`src/common/flash_prot_defs.vh`:
```
`ifndef FLASH_PROT_DEFS_VH
`define FLASH_PROT_DEFS_VH

// Command opcodes
`define OP_READ_PROT 8'h3C
`define OP_READ_STATUS 8'h05
`define OP_WRITE_STATUS 8'h01
`define OP_WRITE_ENABLE 8'h06
`define OP_WRITE_DISABLE 8'h04
`define OP_PROTECT_SECTOR 8'h36
`define OP_UNPROTECT_SECTOR 8'h39

// Status byte field positions
`define ST_LOCK_BIT 7
`define ST_RSVD_BIT 6
`define ST_FAIL_BIT 5
`define ST_GUARD_BIT 4
`define ST_SUMMARY_HI 3
`define ST_SUMMARY_LO 2
`define ST_WEL_BIT 1
`define ST_BUSY_BIT 0

// Protection summary encodings
`define SUMMARY_NONE 2'h0
`define SUMMARY_SOME 2'h1
`define SUMMARY_ALL 2'h3

// Global protect / unprotect selectors on bits 5:2
`define GLOBAL_UNPROTECT 4'h0
`define GLOBAL_PROTECT 4'hF

// Answer bytes of the sector protection read
`define PROT_BYTE_SET 8'hFF
`define PROT_BYTE_CLR 8'h00

// Reset values
`define LOCK_RESET 1'b0
`define FLAGS_RESET 1'b1
`define WEL_RESET 1'b0

// Address bytes after the sector read opcode
`define ADDR_BYTES 3

`endif

```
`src/rtl/pin_sync.v`:
```
`timescale 1ns/1ns
`default_nettype none

// Two-flop synchroniser for a bundle of pin levels
module pin_sync #(
    parameter WIDTH = 4,
    parameter [WIDTH-1:0] INIT = {WIDTH{1'b0}}
) (
    input wire i_clk_sys,
    input wire i_rst_n,
    input wire [WIDTH-1:0] i_async,
    output wire [WIDTH-1:0] o_sync
);

reg [WIDTH-1:0] meta_reg;
reg [WIDTH-1:0] sync_reg;

// First stage is read only by the second
always @(posedge i_clk_sys or negedge i_rst_n) begin
    if (!i_rst_n) begin
        meta_reg <= INIT;
        sync_reg <= INIT;
    end else begin
        meta_reg <= i_async;
        sync_reg <= meta_reg;
    end
end

assign o_sync = sync_reg;

endmodule // pin_sync

`default_nettype wire

```
`src/rtl/serial_shifter.v`:
```
`timescale 1ns/1ns
`default_nettype none

// Serial byte receiver framed by chip select; reports whole bytes
module serial_shifter (
    input wire i_clk_sys,
    input wire i_rst_n,
    input wire i_sel,
    input wire i_rise,
    input wire i_din,
    output reg o_byte_done,
    output reg [7:0] o_byte,
    output reg [2:0] o_bit_cnt
);

reg [6:0] shift_reg;

// Bits enter MSB first on rising clock edges; counter clears while idle
always @(posedge i_clk_sys or negedge i_rst_n) begin
    if (!i_rst_n) begin
        shift_reg <= 7'h00;
        o_bit_cnt <= 3'h0;
        o_byte_done <= 1'b0;
        o_byte <= 8'h00;
    end else begin
        o_byte_done <= 1'b0;
        if (!i_sel) begin
            o_bit_cnt <= 3'h0;
        end else if (i_rise) begin
            shift_reg <= {shift_reg[5:0], i_din};
            o_bit_cnt <= o_bit_cnt + 3'h1;
            if (o_bit_cnt == 3'h7) begin
                o_byte <= {shift_reg, i_din};
                o_byte_done <= 1'b1;
            end
        end
    end
end

endmodule // serial_shifter

`default_nettype wire

```
`src/rtl/flash_protection_status.v`:
```
`timescale 1ns/1ns
`default_nettype none

`include "flash_prot_defs.vh"

// What this block does
// - Opcode 3Ch plus three address bytes
// - Answer repeats FFh protected, 00h unprotected
// - Chip select high ends sector read
// - Guard pin never touches array protection directly
// - Pin low and lock set freezes flags and lock
// - Hard lock ignores protect, unprotect, status write
// - Unlocking write performs no global change
// - Pin low: lock cleared only by reset
// - Pin high: lock set rejects sector commands
// - Lock 0 to 1 applies global selection
// - Lock change permissions by pin level
// - Opcode 05h then status bits follow
// - Status byte repeats, freshly sampled each time
// - Status read allowed while busy
// - Chip select high ends status read
// - Bit 7 lock, bit 6 reads zero
// - Bit 5 reports program or erase failure
// - Bit 4 mirrors guard pin level
// - Bits 3:2 summarise protection flags
// - Bit 1 reports write enable latch
// - Bit 0 reports operation in progress
// - Status write changes only bit 7
// - Status write opcode 01h, applied at deselect
// - Lock bit cleared at reset
// - Unlocked 00h unprotects all, 7Fh protects all
module flash_protection_status #(
    parameter SECTORS = 16,
    parameter SECT_BITS = 4,
    parameter ADDR_BITS = 24
) (
    input wire i_clk_sys,
    input wire i_rst_n,
    input wire i_sck,
    input wire i_cs_n,
    input wire i_si,
    input wire i_guard_n,
    input wire i_op_in_progress,
    input wire i_program_fail_flag,
    output reg o_so,
    output reg o_so_oe,
    output reg [SECTORS-1:0] o_protect_flags,
    output reg o_protect_flags_lock,
    output reg o_write_enable_latch
);

// Command sequencer states, one flop each; a stray code falls back to
// waiting for an opcode through the default branch
localparam [4:0] ST_OPCODE = 5'h01;
localparam [4:0] ST_ADDR = 5'h02;
localparam [4:0] ST_SEND = 5'h04;
localparam [4:0] ST_WDATA = 5'h08;
localparam [4:0] ST_IGNORE = 5'h10;

localparam [1:0] MODE_NONE = 2'h0;
localparam [1:0] MODE_STATUS = 2'h1;
localparam [1:0] MODE_PROT = 2'h2;

// Index of the last address byte, sized to the byte counter
localparam [1:0] ADDR_LAST = `ADDR_BYTES - 1;

// Summary of flags into the two-bit code
// The reserved code never comes out: some, all or none covers all cases
function [1:0] summarise;
    input [SECTORS-1:0] flags;
    begin
        if (&flags)
            summarise = `SUMMARY_ALL;
        else if (|flags)
            summarise = `SUMMARY_SOME;
        else
            summarise = `SUMMARY_NONE;
    end
endfunction

// Synchronised pin copies and the edges found in them
wire [3:0] pins_sync;
wire sck_s;
wire cs_n_s;
wire si_s;
wire guard_n_s;
reg sck_prev_reg;
wire sel;
wire rise;
wire fall;
wire byte_done;
wire [7:0] rx_byte;
wire [2:0] bit_cnt;
// Sequencer state and the command being served
reg [4:0] state_reg;
reg [1:0] mode_reg;
reg [1:0] addr_cnt_reg;
reg [ADDR_BITS-1:0] addr_reg;
reg [7:0] tx_reg;
reg [2:0] tx_idx_reg;
// Status write capture, applied only at deselect
reg [7:0] wdata_reg;
reg wdata_ok_reg;
reg wstat_pending_reg;
reg cs_prev_reg;
wire hard_lock;
wire [7:0] status_now;
wire [SECT_BITS-1:0] sect_idx;
wire deselect;
// Decoded events shared by the sequencer and the flag logic
wire opcode_done;
wire sect_flag;
wire wstat_whole;
wire wstat_commit;
wire [3:0] global_sel;

// Pins cross into the system clock through two flops
// Reset values are clock high, select high, data low,
// guard high; anything else would fake an edge or a frame at release
pin_sync #(
    .WIDTH(4),
    .INIT(4'hD)
) u_pin_sync (
    .i_clk_sys(i_clk_sys),
    .i_rst_n(i_rst_n),
    .i_async({i_sck, i_cs_n, i_si, i_guard_n}),
    .o_sync(pins_sync)
);

assign sck_s = pins_sync[3];
assign cs_n_s = pins_sync[2];
assign si_s = pins_sync[1];
assign guard_n_s = pins_sync[0];
// Edges lag the pins by about three system clocks; the serial clock
// must stay in each phase longer than that or edges are lost
assign sel = !cs_n_s;
assign rise = sel && sck_s && !sck_prev_reg;
assign fall = sel && !sck_s && sck_prev_reg;
assign deselect = cs_n_s && !cs_prev_reg;

// Hard lock needs pin asserted and lock set; the pin alone guards nothing
assign hard_lock = !guard_n_s && o_protect_flags_lock;

// Live status byte, sampled anew for every repetition
assign status_now = {o_protect_flags_lock, 1'b0, i_program_fail_flag,
    guard_n_s, summarise(o_protect_flags), o_write_enable_latch,
    i_op_in_progress};

// Sector chosen by the top address bits
assign sect_idx = addr_reg[ADDR_BITS-1 -: SECT_BITS];
assign sect_flag = o_protect_flags[sect_idx];

// A whole opcode byte has arrived in a live frame
assign opcode_done = state_reg == ST_OPCODE && byte_done && sel;

// A status write is only taken whole: data byte in and select raised
// on a byte boundary; anything else aborts but still drops the latch
assign wstat_whole = wdata_ok_reg && (bit_cnt == 3'h0);
// Hard lock swallows the write entirely, lock bit included
assign wstat_commit = deselect && wstat_pending_reg && wstat_whole
    && o_write_enable_latch && !hard_lock;
// Bits 5:2 are decoded, never stored; they pick the global action
assign global_sel = wdata_reg[5:2];

// Bytes arrive whole; the bit count also tells where select rose
serial_shifter u_shifter (
    .i_clk_sys(i_clk_sys),
    .i_rst_n(i_rst_n),
    .i_sel(sel),
    .i_rise(rise),
    .i_din(si_s),
    .o_byte_done(byte_done),
    .o_byte(rx_byte),
    .o_bit_cnt(bit_cnt)
);

// Edge history of the sampled clock and select
always @(posedge i_clk_sys or negedge i_rst_n) begin
    if (!i_rst_n) begin
        sck_prev_reg <= 1'b1;
        cs_prev_reg <= 1'b1;
    end else begin
        sck_prev_reg <= sck_s;
        cs_prev_reg <= cs_n_s;
    end
end

// Command sequencer; answers go out on falling edges (mode 0 and 3)
// Only one command per frame: after it the sequencer either answers,
// collects data or idles until select rises again
always @(posedge i_clk_sys or negedge i_rst_n) begin
    if (!i_rst_n) begin
        state_reg <= ST_OPCODE;
        mode_reg <= MODE_NONE;
        addr_cnt_reg <= 2'h0;
        addr_reg <= {ADDR_BITS{1'b0}};
        tx_reg <= 8'h00;
        tx_idx_reg <= 3'h7;
        wdata_reg <= 8'h00;
        wdata_ok_reg <= 1'b0;
        wstat_pending_reg <= 1'b0;
        o_so <= 1'b0;
        o_so_oe <= 1'b0;
    end else if (!sel) begin
        // Deselect at any bit ends the read and floats the output
        state_reg <= ST_OPCODE;
        mode_reg <= MODE_NONE;
        addr_cnt_reg <= 2'h0;
        tx_idx_reg <= 3'h7;
        o_so_oe <= 1'b0;
        o_so <= 1'b0;
        wstat_pending_reg <= 1'b0;
    end else begin
        case (state_reg)
            ST_OPCODE: begin
                if (byte_done) begin
                    case (rx_byte)
                        `OP_READ_STATUS: begin
                            // Accepted even while busy
                            state_reg <= ST_SEND;
                            mode_reg <= MODE_STATUS;
                            tx_reg <= status_now;
                        end
                        `OP_READ_PROT: begin
                            state_reg <= ST_ADDR;
                        end
                        `OP_WRITE_STATUS: begin
                            state_reg <= ST_WDATA;
                            wdata_ok_reg <= 1'b0;
                            wstat_pending_reg <= 1'b1;
                        end
                        default: begin
                            state_reg <= ST_IGNORE;
                        end
                    endcase
                end
            end
            ST_ADDR: begin
                if (byte_done) begin
                    addr_reg <= {addr_reg[ADDR_BITS-9:0], rx_byte};
                    addr_cnt_reg <= addr_cnt_reg + 2'h1;
                    if (addr_cnt_reg == ADDR_LAST) begin
                        state_reg <= ST_SEND;
                        mode_reg <= MODE_PROT;
                    end
                end
            end
            ST_SEND: begin
                // Sector answer follows the flag live; all bits equal,
                // so reloading mid-byte cannot tear the pattern
                if (mode_reg == MODE_PROT)
                    tx_reg <= sect_flag ?
                        `PROT_BYTE_SET : `PROT_BYTE_CLR;
                if (fall) begin
                    o_so_oe <= 1'b1;
                    o_so <= tx_reg[tx_idx_reg];
                    tx_idx_reg <= tx_idx_reg - 3'h1;
                    // Reload fresh status after bit 0 goes out
                    if (tx_idx_reg == 3'h0 && mode_reg == MODE_STATUS)
                        tx_reg <= status_now;
                end
            end
            ST_WDATA: begin
                // First data byte kept; further bytes are ignored
                if (byte_done) begin
                    if (!wdata_ok_reg)
                        wdata_reg <= rx_byte;
                    wdata_ok_reg <= 1'b1;
                end
            end
            ST_IGNORE: begin
                // Unknown opcode: sit out the rest of the frame
                state_reg <= ST_IGNORE;
            end
            default: begin
                state_reg <= ST_OPCODE;
            end
        endcase
    end
end

// Protection flags, lock bit and write enable latch
// Flags and lock move only at deselect, so a frame in flight never
// sees the state it reports change under it
always @(posedge i_clk_sys or negedge i_rst_n) begin
    if (!i_rst_n) begin
        o_protect_flags <= {SECTORS{`FLAGS_RESET}};
        o_protect_flags_lock <= `LOCK_RESET;
        o_write_enable_latch <= `WEL_RESET;
    end else begin
        if (opcode_done) begin
            // Single-byte commands taken once the opcode is whole
            if (rx_byte == `OP_WRITE_ENABLE)
                o_write_enable_latch <= 1'b1;
            else if (rx_byte == `OP_WRITE_DISABLE)
                o_write_enable_latch <= 1'b0;
        end
        // Any status write that got its opcode in drops the latch
        if (deselect && wstat_pending_reg)
            o_write_enable_latch <= 1'b0;
        // Commit only when the latch is set; wstat_commit checks it
        if (wstat_commit) begin
            if (!o_protect_flags_lock) begin
                // Only bit 7 stored; 0 to 1 allowed at any pin level
                o_protect_flags_lock <= wdata_reg[`ST_LOCK_BIT];
                // Global action decoded from bits 5:2 while unlocked
                if (global_sel == `GLOBAL_UNPROTECT)
                    o_protect_flags <= {SECTORS{1'b0}};
                else if (global_sel == `GLOBAL_PROTECT)
                    o_protect_flags <= {SECTORS{1'b1}};
                // Other codes leave every flag as it stands
            end else begin
                // Soft lock: only unlock, never a global change
                o_protect_flags_lock <= wdata_reg[`ST_LOCK_BIT];
            end
        end
    end
end

endmodule // flash_protection_status

`default_nettype wire

```
`config.mk`:
```
export PLATFORM = sky130hd
export DESIGN_NAME = flash_protection_status
export DESIGN_NICKNAME = d
export VERILOG_FILES = /design/src/rtl/pin_sync.v /design/src/rtl/serial_shifter.v /design/src/rtl/flash_protection_status.v
export VERILOG_INCLUDE_DIRS = /design/src /design/src/common
export SDC_FILE = /design/constraint.sdc
export NUM_CORES = 1
export LEC_CHECK = 0
export ABC_CLOCK_PERIOD_IN_PS = 3780
export BUFFER_PORTS_ARGS = -buffer_cell sky130_fd_sc_hd__clkbuf_2
export CORE_MARGIN = 2
export CORE_UTILIZATION = 43
export CTS_CLUSTER_SIZE = 16
export DETAILED_ROUTE_END_ITERATION = 6
export HOLD_SLACK_MARGIN = 0.06
export PLACE_DENSITY = 0.72
export SLEW_MARGIN = 5
export SYNTH_ARGS = -nofsm -noshare
export SYNTH_HDL_FRONTEND = slang
export SYNTH_SLANG_ARGS = --single-unit
```
`constraint.sdc`:
```
create_clock -name i_clk_sys -period 3.78 [get_ports i_clk_sys]
set_input_delay 0.189 -clock i_clk_sys [delete_from_list [all_inputs] [get_ports i_clk_sys]]
set_output_delay 0.189 -clock i_clk_sys [all_outputs]
set_load 0.02 [all_outputs]
```
Yosys cells after proc, flatten, opt, wreduce, memory -nomap -nowiden
Index checks and enable logic that the tools add are counted.

word-level totals
  input bits = 8
  output and inout bits = 20
  register bits = 103
  word-level logic and storage cells = 162

operators by class
  $add $sub $neg = 3
  magnitude comparators = 2
  bitwise logic cells = 3
  multiplexer cells = 56
  equality and inequality tests = 24
  reductions and logical operators = 52

operators by type and width
  operator              number
  $mux W8               6
  $mux W16              2
  $eq A8 B3 Y1 const B  3
  $mux W1               23
  $reduce_bool A2 Y1    11
  $mux W5               4
  $pmux W5 S4           1
  $mux W2               9
  $pmux W8 S2           1
  $reduce_and A16 Y1    1
  $reduce_or A16 Y1     1
  $mux W3               5
  $pmux W5 S3           1
  $logic_and A1 B1 Y1   14
  $reduce_and A3 Y1     4
  $reduce_and A4 Y1     3
  $ne A2 B1 Y1 const B  5
  $reduce_and A5 Y1     2
  $ne A3 B1 Y1 const B  3
  $eq A8 B1 Y1 const B  1
  $eq A8 B6 Y1 const B  1
  $reduce_and A2 Y1     4
  $logic_not A1 Y1      6
  $logic_not A3 Y1      2
  other kinds (23)      27

Depth between registers and ports, before layout
  depth in word-level cells = 7
  depth in mapped cells = 7
  gate-level depth less buffers = 7

Hierarchy
A second synthesis with hierarchy kept.

unflattened totals
  cell total of the unflattened synthesis = 236
  area, all modules = 2861.5 um^2

by module, submodules not included
  module                   instances  area each (um^2)  sequential area each (um^2)  cells each
  flash_protection_status  1          1901.8            859.6                        182
  serial_shifter           1          752.0             475.5                        46
  pin_sync                 1          207.7             207.7                        8

Worst setup path after synthesis
OpenSTA, ideal clock, no wires.

  path kind = reg-to-reg
  start point = reg state_reg[3]
  end point = reg tx_reg[2]
  buffers on the path = 2
  required time = 3.655 ns
  arrival = 1.950 ns
  cell stages (with the launch flop) = 8
  period minus slack after synthesis = 2.075 ns
  path slack = 1.705 ns
  library setup time = 0.125 ns
  cell sequence = dfrtp_1 > buf_6 > or2_4 > nor4b_4 > a211oi_4 > a21bo_4 > buf_6 > mux2_4

between the ends
  longest elaborated chain between the ends = 3
  elaborated cells between the ends (all ways) = 7
  classes of those cells = eq/ne (4); mux (1); reduce/logical (2)

ends and longest elaborated chain
  what                                                          RTL line                       source
  start: declaration                                            flash_protection_status.v:95   reg [4:0] state_reg;
  start signal: assignment                                      flash_protection_status.v:193  state_reg <= ST_OPCODE;
  start signal: assignment                                      flash_protection_status.v:206  state_reg <= ST_OPCODE;
  start signal: assignment                                      flash_protection_status.v:220  state_reg <= ST_SEND;
  $eq A5 B1 Y1 or $eq A5 B3 Y1 (tied branches)                  flash_protection_status.v:214  case (state_reg)
  $ne A2 B1 Y1 (no line) or $reduce_bool A2 Y1 (tied branches)  --
  $reduce_and A4 Y1 (no line)                                   --
  end signal: assignment                                        flash_protection_status.v:222  tx_reg <= status_now;
  end signal: assignment                                        flash_protection_status.v:252  tx_reg <= sect_flag ?
  end signal: assignment                                        flash_protection_status.v:260  tx_reg <= status_now;
  end: declaration                                              flash_protection_status.v:99   reg [7:0] tx_reg;

Several ways; a longest one is shown, not always the timed one.
A chain may end at the register's enable or synchronous reset.

Worst setup path in the final report
  start point = reg u_pin_sync.sync_reg[2], in the netlist u_pin_sync.o_sync[2]
  end point = reg tx_reg[2]

between the ends
  longest elaborated chain between the ends = 5
  elaborated cells between the ends (all ways) = 7
  classes of those cells = mux (2); bitwise (1); reduce/logical (4)

ends and longest elaborated chain
  what                               RTL line                       source
  start: declaration                 pin_sync.v:16                  reg [WIDTH-1:0] sync_reg;
  start signal: assignment           pin_sync.v:25                  sync_reg <= meta_reg;
  $logic_not A1 Y1                   flash_protection_status.v:136  assign sel = !cs_n_s;
  $logic_and A1 B1 Y1 (2 in series)  flash_protection_status.v:138  assign fall = sel && !sck_s && sck_prev_reg;
  $mux W8                            flash_protection_status.v:254  if (fall) begin
  $pmux W8 S2                        flash_protection_status.v:214

Several ways; a longest one is shown, not always the timed one.

==> impl_metrics.csv <==
group,metric,value,unit
clock_tree,root_buffer,"clkbuf_8",
floorplanning,die_width,87.4,um
sta,timing_hold_violations_final,0,
synthesis,synth_cell_types,55,
global_route,grt_pass1_wl,8940,um
layout,fin_cells,350,
sta,finalCritPeriodShare,59.3,%
synthesis,syn_nets,263,
route,num_vias,1896,
worst_setup_path,critical_path.top_delay_family,"flip-flops",
layout,syn_to_final_growth,11.1,%
synthesis,yosysWarnings,0,
route,vias_per_cell,5.42,
floorplanning,initial_core_util,44.3,%
sta,finalSetupTns,0,ns
power,clockPowerShare,38.6,%
sta,worst_pin_slew,0.813,ns
synthesis,synthTopCellsByArea,"dfrtp_1 (40%), dfstp_2 (11%), mux2_2 (7.9%)",
power,switchingPower,0.435,mW
global_route,grt_pass1_vias,1916,
power,vdd_drop_max,274,uV
floorplanning,rows,30,
min_path,hold_class,"in2reg",
route,first_pass_iters,4,
power,powerDensity,509,nW/um2
power,seqPwrFrac,47.7,%
floorplanning,core,6760,um2
synthesis,synth_top_area_share,40.2,%
floorplanning,dieHeight,87.4,um
clock_tree,path_clk_slew,0.06,ns
global_route,antenna_found_initial,0,
clock_tree,h-tree-depth,3,
place,dp_worst_setup_slack,1.57,ns
layout,nNetsFinal,279,
place,dp_hpwl,3630,um
flow_run,cap_violations,0,
global_route,grt_overflow,0,
layout,multi_input_area,1210,um2
clock_tree,cts_tree,"yes",
sta,finalSetupViolations,0,
place,placed_cells_incl_taps,329,
power,combPwrFrac,13.7,%
synthesis,asyncSetResetFlopFracSynth,100,%
power,p_int,1.26,mW
route,drc_errors,0,
synthesis,synth-edff-count,0,
clock_tree,cts_sinks,61,
synthesis,synth.most_common_cell,"dfrtp_1",
synthesis,synth_ff_type,"dfrtp_1",
sta,rsz0062_at_grt,"no",
power,p_leak,1.55,nW
outcome,outcome,"finished clean",
worst_setup_path,slowest_stage,"dfstp_2",
synthesis,synthTopCellsByCount,"dfrtp_1 (48), mux2_2 (21), nor2_1 (17), buf_4 (16)",
layout,seq_area,1540,um2
sta,setup_ws,1.54,ns
power,p_sw_share,25.7,%
place,io_buffers,27,
route,drt-total-wl,5210,um
place,gp_congestion,0.821,
worst_setup_path,start_kind,"flip-flop",
route,ant_nets,0,
worst_setup_path,cp.required,4.00,ns
synthesis,yosysTopAreaCell,"dfrtp_1",
sta,fmax,446,MHz
worst_setup_path,cp.arrival,2.46,ns
floorplanning,num_io_pins,28,
floorplanning,die-area,7640,um2
sta,slew_violations,0,
global_route,grt_max_degree,34,
worst_setup_path,critPathMaxFanout,28,
layout,fin_util,49.2,%
synthesis,syn_avg_cell_area,12.0,um2
synthesis,syn_area,2990,um2
synthesis,synthCells,249,
sta,finClkSkew,0.00720,ns
clock_tree,cts.path.max_buffers,2,
layout,nFillCells,620,
worst_setup_path,end_kind,"flip-flop",
sta,slew_headroom,45.8,%
clock_tree,post-cts-setup-buffers,0,
synthesis,synth_seq_cells,61,
layout,n_antenna_cell,0,
worst_setup_path,crit_path_max_incr_delay,0.85,ns
synthesis,yosysSeqAreaShare,51.6,%
sta,holdWs,0.208,ns
global_route,grt_use_total,15.4,%
route,wl_per_cell,14.9,um
sta,finalCriticalPeriod,2.24,ns
layout,drive_above_1_share,35.6,%
clock_tree,clk-insertion-delay-late,0.34,ns
route,first_iter_violations,128,
worst_setup_path,path_cells,"nor3b_1, a41oi_1, a21bo_4, mux2_4",
worst_setup_path,crit_buf_inv,0,
worst_setup_path,critPathKind,"reg2reg",
clock_tree,cts_buffers,9,
==> routing by layer <==
| metal | global-route usage, % | vias to the layer above | wire, um |
|---|---|---|---|
| met1 | 18.9 | 941 | 2370 |
| met2 | 24.7 | 46 | 2520 |
| met5 | 0 | - | 0 |
| met4 | 6.43 | 0 | 97 |
| met3 | 5.12 | 11 | 226 |
| li1 | - | 898 | - |
==> cell families after synthesis <==
family	after synthesis	synth area share, %
AO/OA/AOI/OAI	39	9.45
XOR/XNOR	5	1.46
adder cells (fa/ha/maj)	6	2.51
buffers and inverters	41	7.86
flip-flops	61	51.6
multiplexers	30	12.1
AND/OR/NAND/NOR	67	15.1
==> power groups by stage <==
stage	sequential [mW]	combinational (mW)	clock [mW]
2_1_floorplan	0.768	0.219	0
6_report	0.806	0.232	0.653
3_3_place_gp	0.810	0.225	0
3_5_place_dp	0.818	0.229	0
4_1_cts	0.806	0.235	0.667
5_1_grt	0.818	0.255	0.693
==> cells in the final DEF (no fill, tap or decap), types with 8 or more instances in the layout <==
cell	instances
o21ai_0	9
mux2_2	21
dfstp_2	13
clkbuf_8	11
inv_1	13
dfrtp_1	48
nor2_1	17
a21oi_1	8
clkbuf_2	27
==> path summary, 6_finish.rpt <==
kind                                         from                endpoint  slack, ns  depth (start not counted)
min                              i_op_in_progress               tx_reg[0]       0.21                          3
max reg2reg                  u_pin_sync.o_sync[2]               tx_reg[2]       1.54                          4
max in group asynchronous                 i_rst_n     o_protect_flags[14]       2.41                          3
min in group asynchronous                 i_rst_n  u_shifter.o_bit_cnt[1]       0.47                          2
max                          u_pin_sync.o_sync[2]               tx_reg[2]       1.54                          4
min reg2reg                u_pin_sync.meta_reg[1]    u_pin_sync.o_sync[1]       0.35                          0
==> area by class of cell <==
class / instances / area share (%)
Clock buffer: 12 / 4.67
Clock inverter: 4 / 2.11
Timing Repair Buffer: 33 / 5.80
Multi-Input combinational cell: 147 / 36.5
Inverter: 13 / 1.47
Sequential cell: 61 / 46.4
Tap cell: 80 / 3.01
==> timing repair <==
action / in CTS / in global routing
resized for setup: 0 / 0
hold buffers: 5 / 0
hold endpoints to repair: 26 / 0
==> worst reg2reg max path, stage by stage, from the launching register on <==
cell     delay, ns
dfstp_2       0.85
nor3b_1       0.18
a41oi_1       0.52
a21bo_4       0.27
mux2_4        0.31
==> through the flow <==
stage                     area (um2)  total power, mW
final                           3320             1.69
after global routing            3320             1.77
after CTS                       3320             1.71
after detailed placement        3050             1.05
after global placement          3050             1.03
after floorplan                 2990            0.987
Power figures use the tool's default switching activity.
